**config.mk**
```make
export PLATFORM = sky130hd
export DESIGN_NAME = capture_compare_timer_pwm
export DESIGN_NICKNAME = d
export VERILOG_FILES = /design/src/logic/timer_pkg.sv /design/src/logic/capture_compare_timer_pwm.sv /design/src/logic/pin_sync_edge.sv
export SDC_FILE = /design/constraint.sdc
export NUM_CORES = 1
export LEC_CHECK = 0
export BUFFER_PORTS_ARGS = -buffer_cell sky130_fd_sc_hd__buf_4
export CORE_MARGIN = 5
export CORE_UTILIZATION = 55
export CTS_CLUSTER_SIZE = 28
export DETAILED_ROUTE_END_ITERATION = 8
export PLACE_DENSITY = 0.87
export SLEW_MARGIN = 30
export SYNTH_ARGS = -nofsm -noshare
export SYNTH_HDL_FRONTEND = slang
export SYNTH_SLANG_ARGS = --single-unit
```
**constraint.sdc**
```tcl
create_clock -name mclk -period 3.1 [get_ports mclk]
set_input_delay 0 -clock mclk [delete_from_list [all_inputs] [get_ports mclk]]
set_output_delay 0 -clock mclk [all_outputs]
set_load 0.005 [all_outputs]
```
**src/logic/timer_pkg.sv**
```systemverilog
// Purpose: Shared constants for the capture/compare timer
// Assumes: APB word per register, byte address is four times the index
// Notes:   Counter and compare reset values are fixed by the hardware
package timer_pkg;
   // Register indices
   localparam logic [5:0] IDX_CTL2  = 6'h31;
   localparam logic [5:0] IDX_CTL1  = 6'h32;
   localparam logic [5:0] IDX_STAT  = 6'h33;
   localparam logic [5:0] IDX_CAP1H = 6'h34;
   localparam logic [5:0] IDX_CAP1L = 6'h35;
   localparam logic [5:0] IDX_CMP1H = 6'h36;
   localparam logic [5:0] IDX_CMP1L = 6'h37;
   localparam logic [5:0] IDX_CNTH  = 6'h38;
   localparam logic [5:0] IDX_CNTL  = 6'h39;
   localparam logic [5:0] IDX_ACNTH = 6'h3A;
   localparam logic [5:0] IDX_ACNTL = 6'h3B;
   localparam logic [5:0] IDX_CAP2H = 6'h3C;
   localparam logic [5:0] IDX_CAP2L = 6'h3D;
   localparam logic [5:0] IDX_CMP2H = 6'h3E;
   localparam logic [5:0] IDX_CMP2L = 6'h3F;
   // Control 1 fields
   localparam int B_CAPIE  = 7;
   localparam int B_CMPIE  = 6;
   localparam int B_OVFIE  = 5;
   localparam int B_FORCE2 = 4;
   localparam int B_FORCE1 = 3;
   localparam int B_LVL2   = 2;
   localparam int B_EDGE1  = 1;
   localparam int B_LVL1   = 0;
   // Control 2 fields
   localparam int B_OEN1   = 7;
   localparam int B_OEN2   = 6;
   localparam int B_ONEP   = 5;
   localparam int B_MOD    = 4;
   localparam int B_CSELH  = 3;
   localparam int B_CSELL  = 2;
   localparam int B_EDGE2  = 1;
   localparam int B_EXEDGE = 0;
   // Flag vector positions, status bit = position + 3
   localparam int F_CAP1 = 4;
   localparam int F_CMP1 = 3;
   localparam int F_OVF  = 2;
   localparam int F_CAP2 = 1;
   localparam int F_CMP2 = 0;
   // Clock select codes and divider limits
   localparam logic [1:0] CSEL_DIV4 = 2'h0;
   localparam logic [1:0] CSEL_DIV2 = 2'h1;
   localparam logic [1:0] CSEL_DIV8 = 2'h2;
   localparam logic [1:0] CSEL_EXT  = 2'h3;
   localparam logic [2:0] LIM_DIV4  = 3'h3;
   localparam logic [2:0] LIM_DIV2  = 3'h1;
   localparam logic [2:0] LIM_DIV8  = 3'h7;
   // Reset and load values
   localparam logic [7:0]  CTL_RST   = 8'h00;
   localparam logic [15:0] CMP_RST   = 16'h8000;
   localparam logic [15:0] CNT_START = 16'hFFFC;
   localparam logic [15:0] CNT_TOP   = 16'hFFFF;
   localparam logic [15:0] CAP_ONEP  = 16'hFFFD;
   localparam int          NUM_PINS  = 3;
   localparam int          PIN_EXT   = 0;
   localparam int          PIN_CAP1  = 1;
   localparam int          PIN_CAP2  = 2;
endpackage

```
**src/logic/capture_compare_timer_pwm.sv**
```systemverilog
// Purpose: 16-bit timer with two captures, two compares, one-pulse and PWM
// Assumes: APB slave, zero wait states, 8-bit registers in low data bits
// Notes:   Pins pass two flip-flops before any logic reads them
//
// Chosen here: the APB interface to the registers.
`timescale 1ns/1ps
// Operation
// - PWM mode uses compare 1 and compare 2 value; both are taken over.
// - PWM drives pin 1 to level one on match 1, level two on match 2.
// - PWM compare 2 match reloads counter with the start value.
// - High byte write inhibits that compare until low byte is written.
// - PWM mode never sets either compare flag.
// - PWM compare 2 match sets capture flag 1.
// - PWM disconnects capture pin 1; capture pin 2 still captures.
// - One-pulse and PWM both set means PWM only.
// - Capture interrupt enable raises interrupt for either capture flag.
// - Compare interrupt enable raises interrupt for either compare flag.
// - Overflow interrupt enable raises interrupt for overflow flag.
// - Writing force bit copies its level bit to its pin at once; ignored in one-pulse and PWM.
// - Match copies level bits to pins; one-pulse and PWM use level two.
// - Capture edge select: 0 falling, 1 rising.
// - External clock edge select: 0 falling, 1 rising.
// - Output enable bits hand the pins to the compare logic.
// - One-pulse: capture pin 1 edge starts a pulse ended by compare 1.
// - Clock select 00 div 4, 01 div 2, 10 div 8, 11 external.
// - Capture flags clear on status read then capture low byte access.
// - Compare flags clear on status read then compare low byte access.
// - Overflow flag set on rollover; cleared via counter low byte only.
// - Compare values reset to 8000h.
// - Writing the counter low byte resets the counter.
module capture_compare_timer_pwm (
   // Clock and reset
   input  wire logic        mclk,
   input  wire logic        arst_n,
   // APB slave
   input  wire logic        psel,
   input  wire logic        penable,
   input  wire logic        pwrite,
   input  wire logic [7:0]  paddr,
   input  wire logic [31:0] pwdata,
   output logic [31:0]      prdata,
   output logic             pready,
   output logic             pslverr,
   // Timer pins
   input  wire logic        extClockPin,
   input  wire logic        capturePinOne,
   input  wire logic        capturePinTwo,
   output logic             outputPinOne,
   output logic             outputEnableOne,
   output logic             outputPinTwo,
   output logic             outputEnableTwo,
   // Interrupt request
   output logic             timerIrq
);
   import timer_pkg::*;

   logic [7:0]  ctl1_ff;
   logic [7:0]  ctl2_ff;
   logic [15:0] cnt_ff;
   logic [15:0] cmp1_ff;
   logic [15:0] cmp2_ff;
   logic [15:0] cap1_ff;
   logic [15:0] cap2_ff;
   logic [4:0]  flg_ff;
   logic [4:0]  arm_ff;
   logic        cmp1Inh_ff;
   logic        cmp2Inh_ff;
   logic        cap1Hold_ff;
   logic        cap2Hold_ff;
   logic [2:0]  div_ff;
   logic        pin1_ff;
   logic        pin2_ff;
   logic        irq_ff;
   logic [31:0] rdat_ff;
   logic [NUM_PINS-1:0] pinRise;
   logic [NUM_PINS-1:0] pinFall;
   logic [NUM_PINS-1:0] pinVec;
   logic [5:0]  idx;
   logic        mapped;
   logic        acc;
   logic        wrAcc;
   logic        rdAcc;
   logic [7:0]  rdMux;
   logic [7:0]  wd;
   logic [2:0]  divLim;
   logic        tick;
   logic        pwmOn;
   logic        onepOn;
   logic        cap1Edge;
   logic        cap2Edge;
   logic        match1;
   logic        match2;
   logic        cntLoad;
   logic        ovfEvt;
   logic [4:0]  flgSet;
   logic [4:0]  lowAcc;
   logic [4:0]  flgClr;
   logic        frc1;
   logic        frc2;

   // Pin synchronisers
   assign pinVec = {capturePinTwo, capturePinOne, extClockPin};
   generate
      for (genvar g = 0; g < NUM_PINS; g++) begin : g_pin
         pin_sync_edge u_sync (
            .mclk     (mclk),
            .arst_n   (arst_n),
            .pinIn    (pinVec[g]),
            .riseEdge (pinRise[g]),
            .fallEdge (pinFall[g])
         );
      end
   endgenerate

   // Bus decode
   assign idx    = paddr[7:2];
   assign mapped = (idx >= IDX_CTL2) && (idx <= IDX_CMP2L);
   assign acc    = psel & penable;
   assign wrAcc  = acc & pwrite & mapped;
   assign rdAcc  = acc & ~pwrite & mapped;
   assign wd     = pwdata[7:0];
   assign pready = psel & penable;
   assign pslverr = acc & ~mapped;
   assign prdata = rdat_ff;

   always_comb begin
      rdMux = 8'h00;
      unique case (idx)
         IDX_CTL2:  rdMux = ctl2_ff;
         IDX_CTL1:  rdMux = ctl1_ff;
         IDX_STAT:  rdMux = {flg_ff, 3'h0};
         IDX_CAP1H: rdMux = cap1_ff[15:8];
         IDX_CAP1L: rdMux = cap1_ff[7:0];
         IDX_CMP1H: rdMux = cmp1_ff[15:8];
         IDX_CMP1L: rdMux = cmp1_ff[7:0];
         IDX_CNTH:  rdMux = cnt_ff[15:8];
         IDX_CNTL:  rdMux = cnt_ff[7:0];
         IDX_ACNTH: rdMux = cnt_ff[15:8];
         IDX_ACNTL: rdMux = cnt_ff[7:0];
         IDX_CAP2H: rdMux = cap2_ff[15:8];
         IDX_CAP2L: rdMux = cap2_ff[7:0];
         IDX_CMP2H: rdMux = cmp2_ff[15:8];
         IDX_CMP2L: rdMux = cmp2_ff[7:0];
         default:   rdMux = 8'h00;
      endcase
   end

   // Read data latched in the setup cycle
   always_ff @(posedge mclk or negedge arst_n) begin
      if (!arst_n) begin
         rdat_ff <= 32'h0000_0000;
      end else if (psel && !penable) begin
         rdat_ff <= {24'h00_0000, (pwrite ? 8'h00 : rdMux)};
      end
   end

   // Control registers
   always_ff @(posedge mclk or negedge arst_n) begin
      if (!arst_n) begin
         ctl1_ff <= CTL_RST;
         ctl2_ff <= CTL_RST;
      end else if (wrAcc) begin
         if (idx == IDX_CTL1) begin
            ctl1_ff <= wd;
         end
         if (idx == IDX_CTL2) begin
            ctl2_ff <= wd;
         end
      end
   end

   assign pwmOn  = ctl2_ff[B_MOD];
   assign onepOn = ctl2_ff[B_ONEP] & ~ctl2_ff[B_MOD];
   assign outputEnableOne = ctl2_ff[B_OEN1];
   assign outputEnableTwo = ctl2_ff[B_OEN2];

   // Timer tick from prescaler or external edge
   always_comb begin
      unique case (ctl2_ff[B_CSELH:B_CSELL])
         CSEL_DIV4: divLim = LIM_DIV4;
         CSEL_DIV2: divLim = LIM_DIV2;
         CSEL_DIV8: divLim = LIM_DIV8;
         CSEL_EXT:  divLim = LIM_DIV8;
      endcase
   end

   always_ff @(posedge mclk or negedge arst_n) begin
      if (!arst_n) begin
         div_ff <= 3'h0;
      end else if (cntLoad || (div_ff >= divLim)) begin
         // Prescaler restarts with the counter: a loaded value lasts a tick
         div_ff <= 3'h0;
      end else begin
         div_ff <= div_ff + 3'h1;
      end
   end

   assign tick = (ctl2_ff[B_CSELH:B_CSELL] == CSEL_EXT) ?
                 (ctl2_ff[B_EXEDGE] ? pinRise[PIN_EXT]
                                    : pinFall[PIN_EXT])
                 : (div_ff >= divLim);

   // Capture edges
   assign cap1Edge = ctl1_ff[B_EDGE1] ? pinRise[PIN_CAP1]
                                      : pinFall[PIN_CAP1];
   assign cap2Edge = ctl2_ff[B_EDGE2] ? pinRise[PIN_CAP2]
                                      : pinFall[PIN_CAP2];

   // Compare matches on each tick
   assign match1 = tick & (cnt_ff == cmp1_ff) & ~cmp1Inh_ff;
   assign match2 = tick & (cnt_ff == cmp2_ff) & ~cmp2Inh_ff;

   // Free-running counter
   assign cntLoad = (wrAcc && (idx == IDX_CNTL || idx == IDX_ACNTL))
                  || (onepOn && cap1Edge)
                  || (pwmOn && match2);
   assign ovfEvt = tick & ~cntLoad & (cnt_ff == CNT_TOP);

   always_ff @(posedge mclk or negedge arst_n) begin
      if (!arst_n) begin
         cnt_ff <= CNT_START;
      end else if (cntLoad) begin
         cnt_ff <= CNT_START;
      end else if (tick) begin
         cnt_ff <= cnt_ff + 16'h0001;
      end
   end

   // Compare values, high byte write inhibits compare
   always_ff @(posedge mclk or negedge arst_n) begin
      if (!arst_n) begin
         cmp1_ff    <= CMP_RST;
         cmp2_ff    <= CMP_RST;
         cmp1Inh_ff <= 1'b0;
         cmp2Inh_ff <= 1'b0;
      end else if (wrAcc) begin
         unique case (idx)
            IDX_CMP1H: begin
               cmp1_ff[15:8] <= wd;
               cmp1Inh_ff    <= 1'b1;
            end
            IDX_CMP1L: begin
               cmp1_ff[7:0] <= wd;
               cmp1Inh_ff   <= 1'b0;
            end
            IDX_CMP2H: begin
               cmp2_ff[15:8] <= wd;
               cmp2Inh_ff    <= 1'b1;
            end
            IDX_CMP2L: begin
               cmp2_ff[7:0] <= wd;
               cmp2Inh_ff   <= 1'b0;
            end
            default: begin
            end
         endcase
      end
   end

   // Capture registers, high byte read holds until low byte read
   always_ff @(posedge mclk or negedge arst_n) begin
      if (!arst_n) begin
         cap1_ff     <= 16'h0000;
         cap2_ff     <= 16'h0000;
         cap1Hold_ff <= 1'b0;
         cap2Hold_ff <= 1'b0;
      end else begin
         if (onepOn && cap1Edge) begin
            cap1_ff <= CAP_ONEP;
         end else if (!pwmOn && cap1Edge && !cap1Hold_ff) begin
            cap1_ff <= cnt_ff;
         end
         if (cap2Edge && !cap2Hold_ff) begin
            cap2_ff <= cnt_ff;
         end
         if (rdAcc && idx == IDX_CAP1H) begin
            cap1Hold_ff <= 1'b1;
         end else if (rdAcc && idx == IDX_CAP1L) begin
            cap1Hold_ff <= 1'b0;
         end
         if (rdAcc && idx == IDX_CAP2H) begin
            cap2Hold_ff <= 1'b1;
         end else if (rdAcc && idx == IDX_CAP2L) begin
            cap2Hold_ff <= 1'b0;
         end
      end
   end

   // Status flags: set wins over clear
   assign flgSet[F_CAP1] = (cap1Edge & ~pwmOn)
                         | (pwmOn & match2);
   assign flgSet[F_CMP1] = match1 & ~pwmOn & ~onepOn;
   assign flgSet[F_OVF]  = ovfEvt;
   assign flgSet[F_CAP2] = cap2Edge;
   assign flgSet[F_CMP2] = match2 & ~pwmOn;

   assign lowAcc[F_CAP1] = acc & mapped & (idx == IDX_CAP1L);
   assign lowAcc[F_CMP1] = acc & mapped & (idx == IDX_CMP1L);
   assign lowAcc[F_OVF]  = acc & mapped & (idx == IDX_CNTL);
   assign lowAcc[F_CAP2] = acc & mapped & (idx == IDX_CAP2L);
   assign lowAcc[F_CMP2] = acc & mapped & (idx == IDX_CMP2L);
   assign flgClr = arm_ff & lowAcc;

   always_ff @(posedge mclk or negedge arst_n) begin
      if (!arst_n) begin
         flg_ff <= 5'h00;
      end else begin
         flg_ff <= (flg_ff & ~flgClr) | flgSet;
      end
   end

   // Arm from the value software saw in the status read
   always_ff @(posedge mclk or negedge arst_n) begin
      if (!arst_n) begin
         arm_ff <= 5'h00;
      end else if (rdAcc && idx == IDX_STAT) begin
         arm_ff <= rdat_ff[7:3];
      end else begin
         arm_ff <= arm_ff & ~flgClr;
      end
   end

   // Output pins
   assign frc1 = wrAcc & (idx == IDX_CTL1) & wd[B_FORCE1] & ~pwmOn & ~onepOn;
   assign frc2 = wrAcc & (idx == IDX_CTL1) & wd[B_FORCE2] & ~pwmOn & ~onepOn;

   always_ff @(posedge mclk or negedge arst_n) begin
      if (!arst_n) begin
         pin1_ff <= 1'b0;
      end else if (frc1) begin
         pin1_ff <= wd[B_LVL1];
      end else if (pwmOn) begin
         if (match2) begin
            pin1_ff <= ctl1_ff[B_LVL2];
         end else if (match1) begin
            pin1_ff <= ctl1_ff[B_LVL1];
         end
      end else if (onepOn) begin
         if (cap1Edge) begin
            pin1_ff <= ctl1_ff[B_LVL2];
         end else if (match1) begin
            pin1_ff <= ctl1_ff[B_LVL1];
         end
      end else if (match1) begin
         pin1_ff <= ctl1_ff[B_LVL1];
      end
   end

   always_ff @(posedge mclk or negedge arst_n) begin
      if (!arst_n) begin
         pin2_ff <= 1'b0;
      end else if (frc2) begin
         pin2_ff <= wd[B_LVL2];
      end else if (match2 && !pwmOn && !onepOn) begin
         pin2_ff <= ctl1_ff[B_LVL2];
      end
   end

   assign outputPinOne = pin1_ff;
   assign outputPinTwo = pin2_ff;

   // Interrupt request
   always_ff @(posedge mclk or negedge arst_n) begin
      if (!arst_n) begin
         irq_ff <= 1'b0;
      end else begin
         irq_ff <= (ctl1_ff[B_CAPIE] & (flg_ff[F_CAP1] | flg_ff[F_CAP2]))
                 | (ctl1_ff[B_CMPIE] & (flg_ff[F_CMP1] | flg_ff[F_CMP2]))
                 | (ctl1_ff[B_OVFIE] & flg_ff[F_OVF]);
      end
   end

   assign timerIrq = irq_ff;

   // Checks
   periodReload_a:
      assert property (@(posedge mclk) disable iff (!arst_n)
         pwmOn && match2 |=> cnt_ff == CNT_START)
      else $error("counter not reloaded at period match");

   noCmpFlag_a:
      assert property (@(posedge mclk) disable iff (!arst_n)
         pwmOn && $past(pwmOn) |-> !$rose(flg_ff[F_CMP1])
                                   && !$rose(flg_ff[F_CMP2]))
      else $error("compare flag set in PWM mode");

   periodCapFlag_a:
      assert property (@(posedge mclk) disable iff (!arst_n)
         pwmOn && match2 |=> flg_ff[F_CAP1])
      else $error("capture flag one not set at period match");

   ovfRoll_a:
      assert property (@(posedge mclk) disable iff (!arst_n)
         $rose(flg_ff[F_OVF]) |-> $past(cnt_ff) == CNT_TOP
                                  && cnt_ff == 16'h0000)
      else $error("overflow flag without rollover");

   cmpInhibit_a:
      assert property (@(posedge mclk) disable iff (!arst_n)
         wrAcc && idx == IDX_CMP1H ##1 (!wrAcc || idx != IDX_CMP1L) [*2]
         |-> !$rose(flg_ff[F_CMP1]) && !match1)
      else $error("compare one ran while inhibited");

   pwmLevel_a:
      assert property (@(posedge mclk) disable iff (!arst_n)
         pwmOn && match1 && !match2 |=>
            outputPinOne == $past(ctl1_ff[B_LVL1]))
      else $error("pin one not at level one after match");

   forcePin_a:
      assert property (@(posedge mclk) disable iff (!arst_n)
         frc1 |=> outputPinOne == $past(wd[B_LVL1]))
      else $error("forced level not on pin one");

   irqOvf_a:
      assert property (@(posedge mclk) disable iff (!arst_n)
         ctl1_ff[B_OVFIE] && flg_ff[F_OVF] |=> timerIrq)
      else $error("overflow interrupt missing");

   flagClear_a:
      assert property (@(posedge mclk) disable iff (!arst_n)
         $fell(flg_ff[F_CAP1]) |-> $past(arm_ff[F_CAP1])
                                   && $past(lowAcc[F_CAP1]))
      else $error("capture flag one cleared without sequence");
endmodule

```
**src/logic/pin_sync_edge.sv**
```systemverilog
// Purpose: Two-stage synchroniser with edge pulses for one pin
// Assumes: Pin is asynchronous to mclk
// Notes:   Edge pulses last one mclk cycle
`timescale 1ns/1ps
module pin_sync_edge (
   // Clock and reset
   input  wire logic mclk,
   input  wire logic arst_n,
   // Pin and edges
   input  wire logic pinIn,
   output logic      riseEdge,
   output logic      fallEdge
);
   logic sync1_ff;
   logic sync2_ff;
   logic last_ff;

   always_ff @(posedge mclk or negedge arst_n) begin
      if (!arst_n) begin
         sync1_ff <= 1'b0;
         sync2_ff <= 1'b0;
         last_ff  <= 1'b0;
      end else begin
         sync1_ff <= pinIn;
         sync2_ff <= sync1_ff;
         last_ff  <= sync2_ff;
      end
   end

   assign riseEdge = sync2_ff & ~last_ff;
   assign fallEdge = ~sync2_ff & last_ff;
endmodule

```
# == Yosys cells after proc, flatten, opt, wreduce, memory -nomap -nowiden ==
# Index checks and enable logic that the tools add are counted.
# word_totals
regBits,133
out_inout_bits,39
# op_classes
n_bitwise,63
addsub,2
order_cmp,3
mux,27
eq_ne,21
reduce_logical,43
# ops
op,n
8-bit case mux with 13 select lines,1
"6-bit == test, second input constant",15
16-bit two-way mux,4
1-bit AND,40
16-bit == test,2
"16-bit by 1-bit adder with 16-bit output, second input constant",1
"16-bit == test, second input constant",1
1-bit two-way mux,16
2-bit AND reduction,8
5-bit AND,3
1-bit logical AND,15
2-bit nonzero test,7
1-bit NOT,13
3-bit case mux with 3 select lines,1
8-bit two-way mux,1
"6-bit greater-or-equal comparator, second input constant",1
"6-bit <= comparator, second input constant",1
2-bit OR reduction,3
1-bit zero test,5
5-bit two-way mux,1
5-bit NOT,1
1-bit bitwise OR,5
5-bit bitwise OR,1
"2-bit == test, second input constant",2
other kinds (7),11

# == Longest topological paths before layout ==
# logic_depth
word_depth,13
ltp_mapped,10

# == Hierarchy ==
# A second synthesis with hierarchy kept.
# hier_totals
cells_unflattened,589
area_unflattened_um2,6711.4
# modules_own_cells
mod,n_inst,area_each_um2,cells_per_inst
capture_compare_timer_pwm,1,6441.2,574
pin_sync_edge,3,90.1,5

# == Worst setup path before layout ==
# OpenSTA, ideal clock, no wires.
# synth_timing
path_type,register to register
from,register cnt_ff[6]
to,register div_ff[1]
t_required_ns,2.980
setup_ns,0.120
slack_ns,0.766
stages_incl_launch_ff,10
arrival_ns,2.214
cell_sequence,dfstp_2 -> buf_6 -> xnor2_2 -> o21ai_1 -> or4_4 -> nor4_4 -> a22oi_2 -> a21boi_4 -> buf_6 -> and3_1
# synth_between
elab_chain_cells,7
# synth_rtl
item,line,rtl
from (decl),capture_compare_timer_pwm.sv:59,logic [15:0] cnt_ff;
from (signal assigned),capture_compare_timer_pwm.sv:225,cnt_ff <= cnt_ff + 16'h0001;
16-bit == test,capture_compare_timer_pwm.sv:211,assign match2 = tick & (cnt_ff == cmp2_ff) & ~cmp2Inh_ff;
1-bit AND (2 in series),capture_compare_timer_pwm.sv:211,
1-bit logical AND,capture_compare_timer_pwm.sv:216,|| (pwmOn && match2);
1-bit logical OR,capture_compare_timer_pwm.sv:216,
1-bit logical OR,capture_compare_timer_pwm.sv:190,end else if (cntLoad || (div_ff >= divLim)) begin
3-bit two-way mux,capture_compare_timer_pwm.sv:190,
to (signal assigned),capture_compare_timer_pwm.sv:194,div_ff <= div_ff + 3'h1;
to (decl),capture_compare_timer_pwm.sv:70,logic [2:0] div_ff;
# Every way passes these cells.
# A chain may end at the register's enable or synchronous reset.

# == Worst setup path after layout ==
# layout_timing
from,register ctl2_ff[2]
to,register div_ff[1]
# layout_between
elab_chain_cells,11
elab_cells_between_ends,14
cone_classes,order compare (1); eq/ne (3); mux (3); bitwise (2); reduce/logical (5)
# layout_rtl
item,line,rtl
from (decl),capture_compare_timer_pwm.sv:58,logic [7:0] ctl2_ff;
from (signal assigned),capture_compare_timer_pwm.sv:167,ctl2_ff <= wd;
2-bit == test (on tied branches),"capture_compare_timer_pwm.sv:179, capture_compare_timer_pwm.sv:198",
2-bit OR reduction (no source line),--,
3-bit case mux with 3 select lines,capture_compare_timer_pwm.sv:179,unique case (ctl2_ff[B_CSELH:B_CSELL])
3-bit greater-or-equal comparator,"capture_compare_timer_pwm.sv:190, capture_compare_timer_pwm.sv:201",
1-bit two-way mux,capture_compare_timer_pwm.sv:198,assign tick = (ctl2_ff[B_CSELH:B_CSELL] == CSEL_EXT) ?
1-bit AND (2 in series),capture_compare_timer_pwm.sv:211,
1-bit logical AND,capture_compare_timer_pwm.sv:216,
1-bit logical OR,capture_compare_timer_pwm.sv:216,
1-bit logical OR (*),capture_compare_timer_pwm.sv:190,
3-bit two-way mux (*),capture_compare_timer_pwm.sv:190,
# Mark *: on every way between the ends. The rest lies on a longest branch, timed or not. The select of a mux whose other input is x is not followed.

==> impl_metrics.tcl <==
set metrics [dict create \
    slew_headroom_pct 39.1 \
    coreArea_mm2 0.0119 \
    ys_seq_area_share_pct 50.8 \
    io_buffers 36 \
    status "completed" \
    syn_to_final_growth_pct 17.6 \
    clock_skew_ns 0.00737 \
    place_congestion 0.977 \
    postRouteAntennaNets 0 \
    grt_max_degree 82 \
    rr_endpoint "div_ff[1]" \
    initial_core_util_pct 55.6 \
    wl_um 18500 \
    yosys.area.top_type "dfrtp_1" \
    drive_above_1_share_pct 26.8 \
    ys_seq_elements 133 \
    cts_resized 0 \
    yosysWarnings 0 \
    first_pass_iters 6 \
    synth_edf_count 0 \
    fin_cells 800 \
    clk_pin_slew_ns 0.05 \
    syn_area_mm2 0.00659 \
    min_path_type "input pin to flop" \
    wl_per_cell_um 23.1 \
    grt_pass1_vias 5046 \
    setup_slack_ns 0.414 \
    die_w_um 119 \
    antennaDiodeCount 0 \
    fin_crit_sh_pct 86.6 \
    fp.dieArea_mm2 0.0143 \
    p_leak_nw 3.44 \
    fmax_mhz 372 \
    cts_buffer_depth 2 \
    finalSetupViolCount 0 \
    post_cts_buffers 0 \
    r2r_start "ctl2_ff[2]" \
    path_class "flop to flop" \
    grt.overflow.total 0 \
    crit_required_ns 3.45 \
    cts_sinks 133 \
    rows 40 \
    grt_pass1_wl_um 29000 \
    cts_max_level 4 \
    cts_tree "done" \
    syn_inst 585 \
    rr_worst_depth 9 \
    syn_avg_cell_area_um2 11.3 \
    endpoint "div_ff[1]" \
    dp_slack_ns 0.413 \
    io_pins 87 \
    rsz0062_at_grt "no" \
    power_mw 5.75 \
    max_cap_viol_count 0 \
    hold_viol 0 \
    yosys-top-cells-area "dfrtp_1, mux2_2, dfstp_2, a22oi_1, xnor2_1" \
    grt_usage_pct 26.9 \
    yosysTopAreaCellShare_pct 44.4 \
    drt_iter0_drc 617 \
    async_reset_ff_share_pct 100 \
    clkLatencyLatePin_ns 0.42 \
    dp_cells 755 \
    viasPerCell 6.35 \
    die_h_um 119 \
    yosys.cell_types.count 55 \
    cts_buffers 17 \
    hpwl_um 12700 \
    cp.arrival_ns 3.03 \
    critical_path.startpoint_type "flop" \
    route.vias.total 5081 \
    max-vdd-ir-drop_uv 576 \
    clockRootBuffer "clkbuf_16" \
    crit_path_start "ctl2_ff[2]" \
    hp-start "paddr[2]" \
    power_per_cell_area_mw_per_mm2 742 \
    setup_tns_ns 0 \
    fin_crit_ns 2.69 \
    drc 0 \
    max_slew.worst_pin.slew_ns 0.909 \
    nNetsFinal 692 \
    endpoint_kind "flop" \
    ys_dominant_reg_cell "dfrtp_1" \
    rrSetupSlack_ns 0.41 \
    antenna_found_initial 0 \
    slew_violations 0 \
    path_max_fanout 20 \
]
==> state kept, by name (all words and copies together) (netlist names), 3 cells and up <==
register	flops
flg_ff	5
cmp2_ff	16
g_pin.u_sync.sync1_ff	3
cnt_ff	16
cmp1_ff	16
g_pin.u_sync.last_ff	3
arm_ff	5
div_ff	3
ctl1_ff	8
prdata	8
g_pin.u_sync.sync2_ff	3
cap1_ff	16
cap2_ff	16
ctl2_ff	8
==> repair_timing <==
item / in CTS / in global routing
hold endpoints to repair: 92 / 0
endpoints found under the setup margin: 0 / 0
hold buffers: 13 / 0
==> cell usage in the layout (no fill, tap or decap), types with 19 or more instances in the layout <==
master / Yosys / final
a22o_1: 19 / 19
a22oi_1: 27 / 27
buf_4: 24 / 55
conb_1: 1 / 24
dfrtp_1: 117 / 117
mux2_2: 60 / 60
nand2_1: 47 / 47
nor2_1: 22 / 22
xnor2_1: 22 / 22
xor2_1: 19 / 19
==> layer usage <==
layer	part of all wire, %	GRT usage (%)	up-vias
li1	-	-	2188
met1	40	36.0	2560
met2	47	42.3	283
met3	9.5	6.64	50
met4	3.3	10.5	0
met5	0	0	-
==> power by group <==
part	switching (mW)	leakage, nW	internal, mW	total, mW
clock	0.725	0.317	1.49	2.21
combinational	0.474	1.53	0.523	0.997
sequential	0.418	1.59	2.12	2.54
total	1.62	3.44	4.13	5.75
==> synthesized netlist by cell type (8+ instances only) <==
cell,count
dfrtp_1,117
mux2_2,60
nand2_1,47
a22oi_1,27
buf_4,24
nor2_1,22
xnor2_1,22
a22o_1,19
clkbuf_1,19
xor2_1,19
inv_1,17
o21ai_0,17
dfstp_2,16
o22a_1,15
nand3_1,14
a221oi_1,11
and3_1,11
nand4_1,11
a21oi_1,10
buf_2,8
nor3_1,8
==> area by class of cell <==
| cell class | count | area, um2 |
|---|---|---|
| clock buffers | 23 | 478 |
| clock inverters | 9 | 173 |
| fillers | 890 | 4110 |
| inverters | 17 | 63.8 |
| multi-input cells | 402 | 2940 |
| flip-flops and latches | 133 | 3350 |
| well taps | 147 | 184 |
| repair buffers | 69 | 563 |
==> critical path: stages (launching register included) <==
cell and delay (ns):
dfrtp_1 0.39, nor2b_1 0.14, ha_1 0.27, a21o_1 0.18, a21oi_1 0.32, a21o_1 0.27, nor4_4 0.10, a22oi_2 0.18
a21boi_4 0.53, and3_1 0.24
==> worst min-delay path by stage <==
| stage | endpoint | slack [ns] | cells past startpoint |
|---|---|---|---|
| floorplan | arm_ff[0] | -0.30 | 0 |
| global placement | prdata[1] | 0.08 | 1 |
| CTS | cap2Hold_ff | 0.004 | 3 |
| global route | cap2Hold_ff | 0.02 | 3 |
| finish | cap2Hold_ff | 0.03 | 3 |
| detailed placement | prdata[1] | 0.09 | 1 |
==> cell families (layout without fill, tap and decap cells) <==
kind of cell / count (synthesis) / count (layout) / synth area share, %
buf+inv: 73 / 118 / 5.92
simple gates: 149 / 149 / 12.3
other cells: 1 / 24 / 0.0569
xor+xnor: 42 / 42 / 5.69
compound gates: 121 / 121 / 14.0
flops: 133 / 133 / 50.8
mux: 62 / 62 / 10.6
fa+ha+maj: 4 / 4 / 0.759
==> per-stage QoR <==
stage	area [um2]	utilization [%]	hold WS, ns
floorplan	6680	-	-0.296
detailed placement	6970	58.8	0.0871
global placement	6970	58.8	0.0775
global route	7750	65.3	0.0150
CTS	7750	65.3	0.00364
finish	7750	65.3	0.0297
Power figures use the tool's default switching activity.
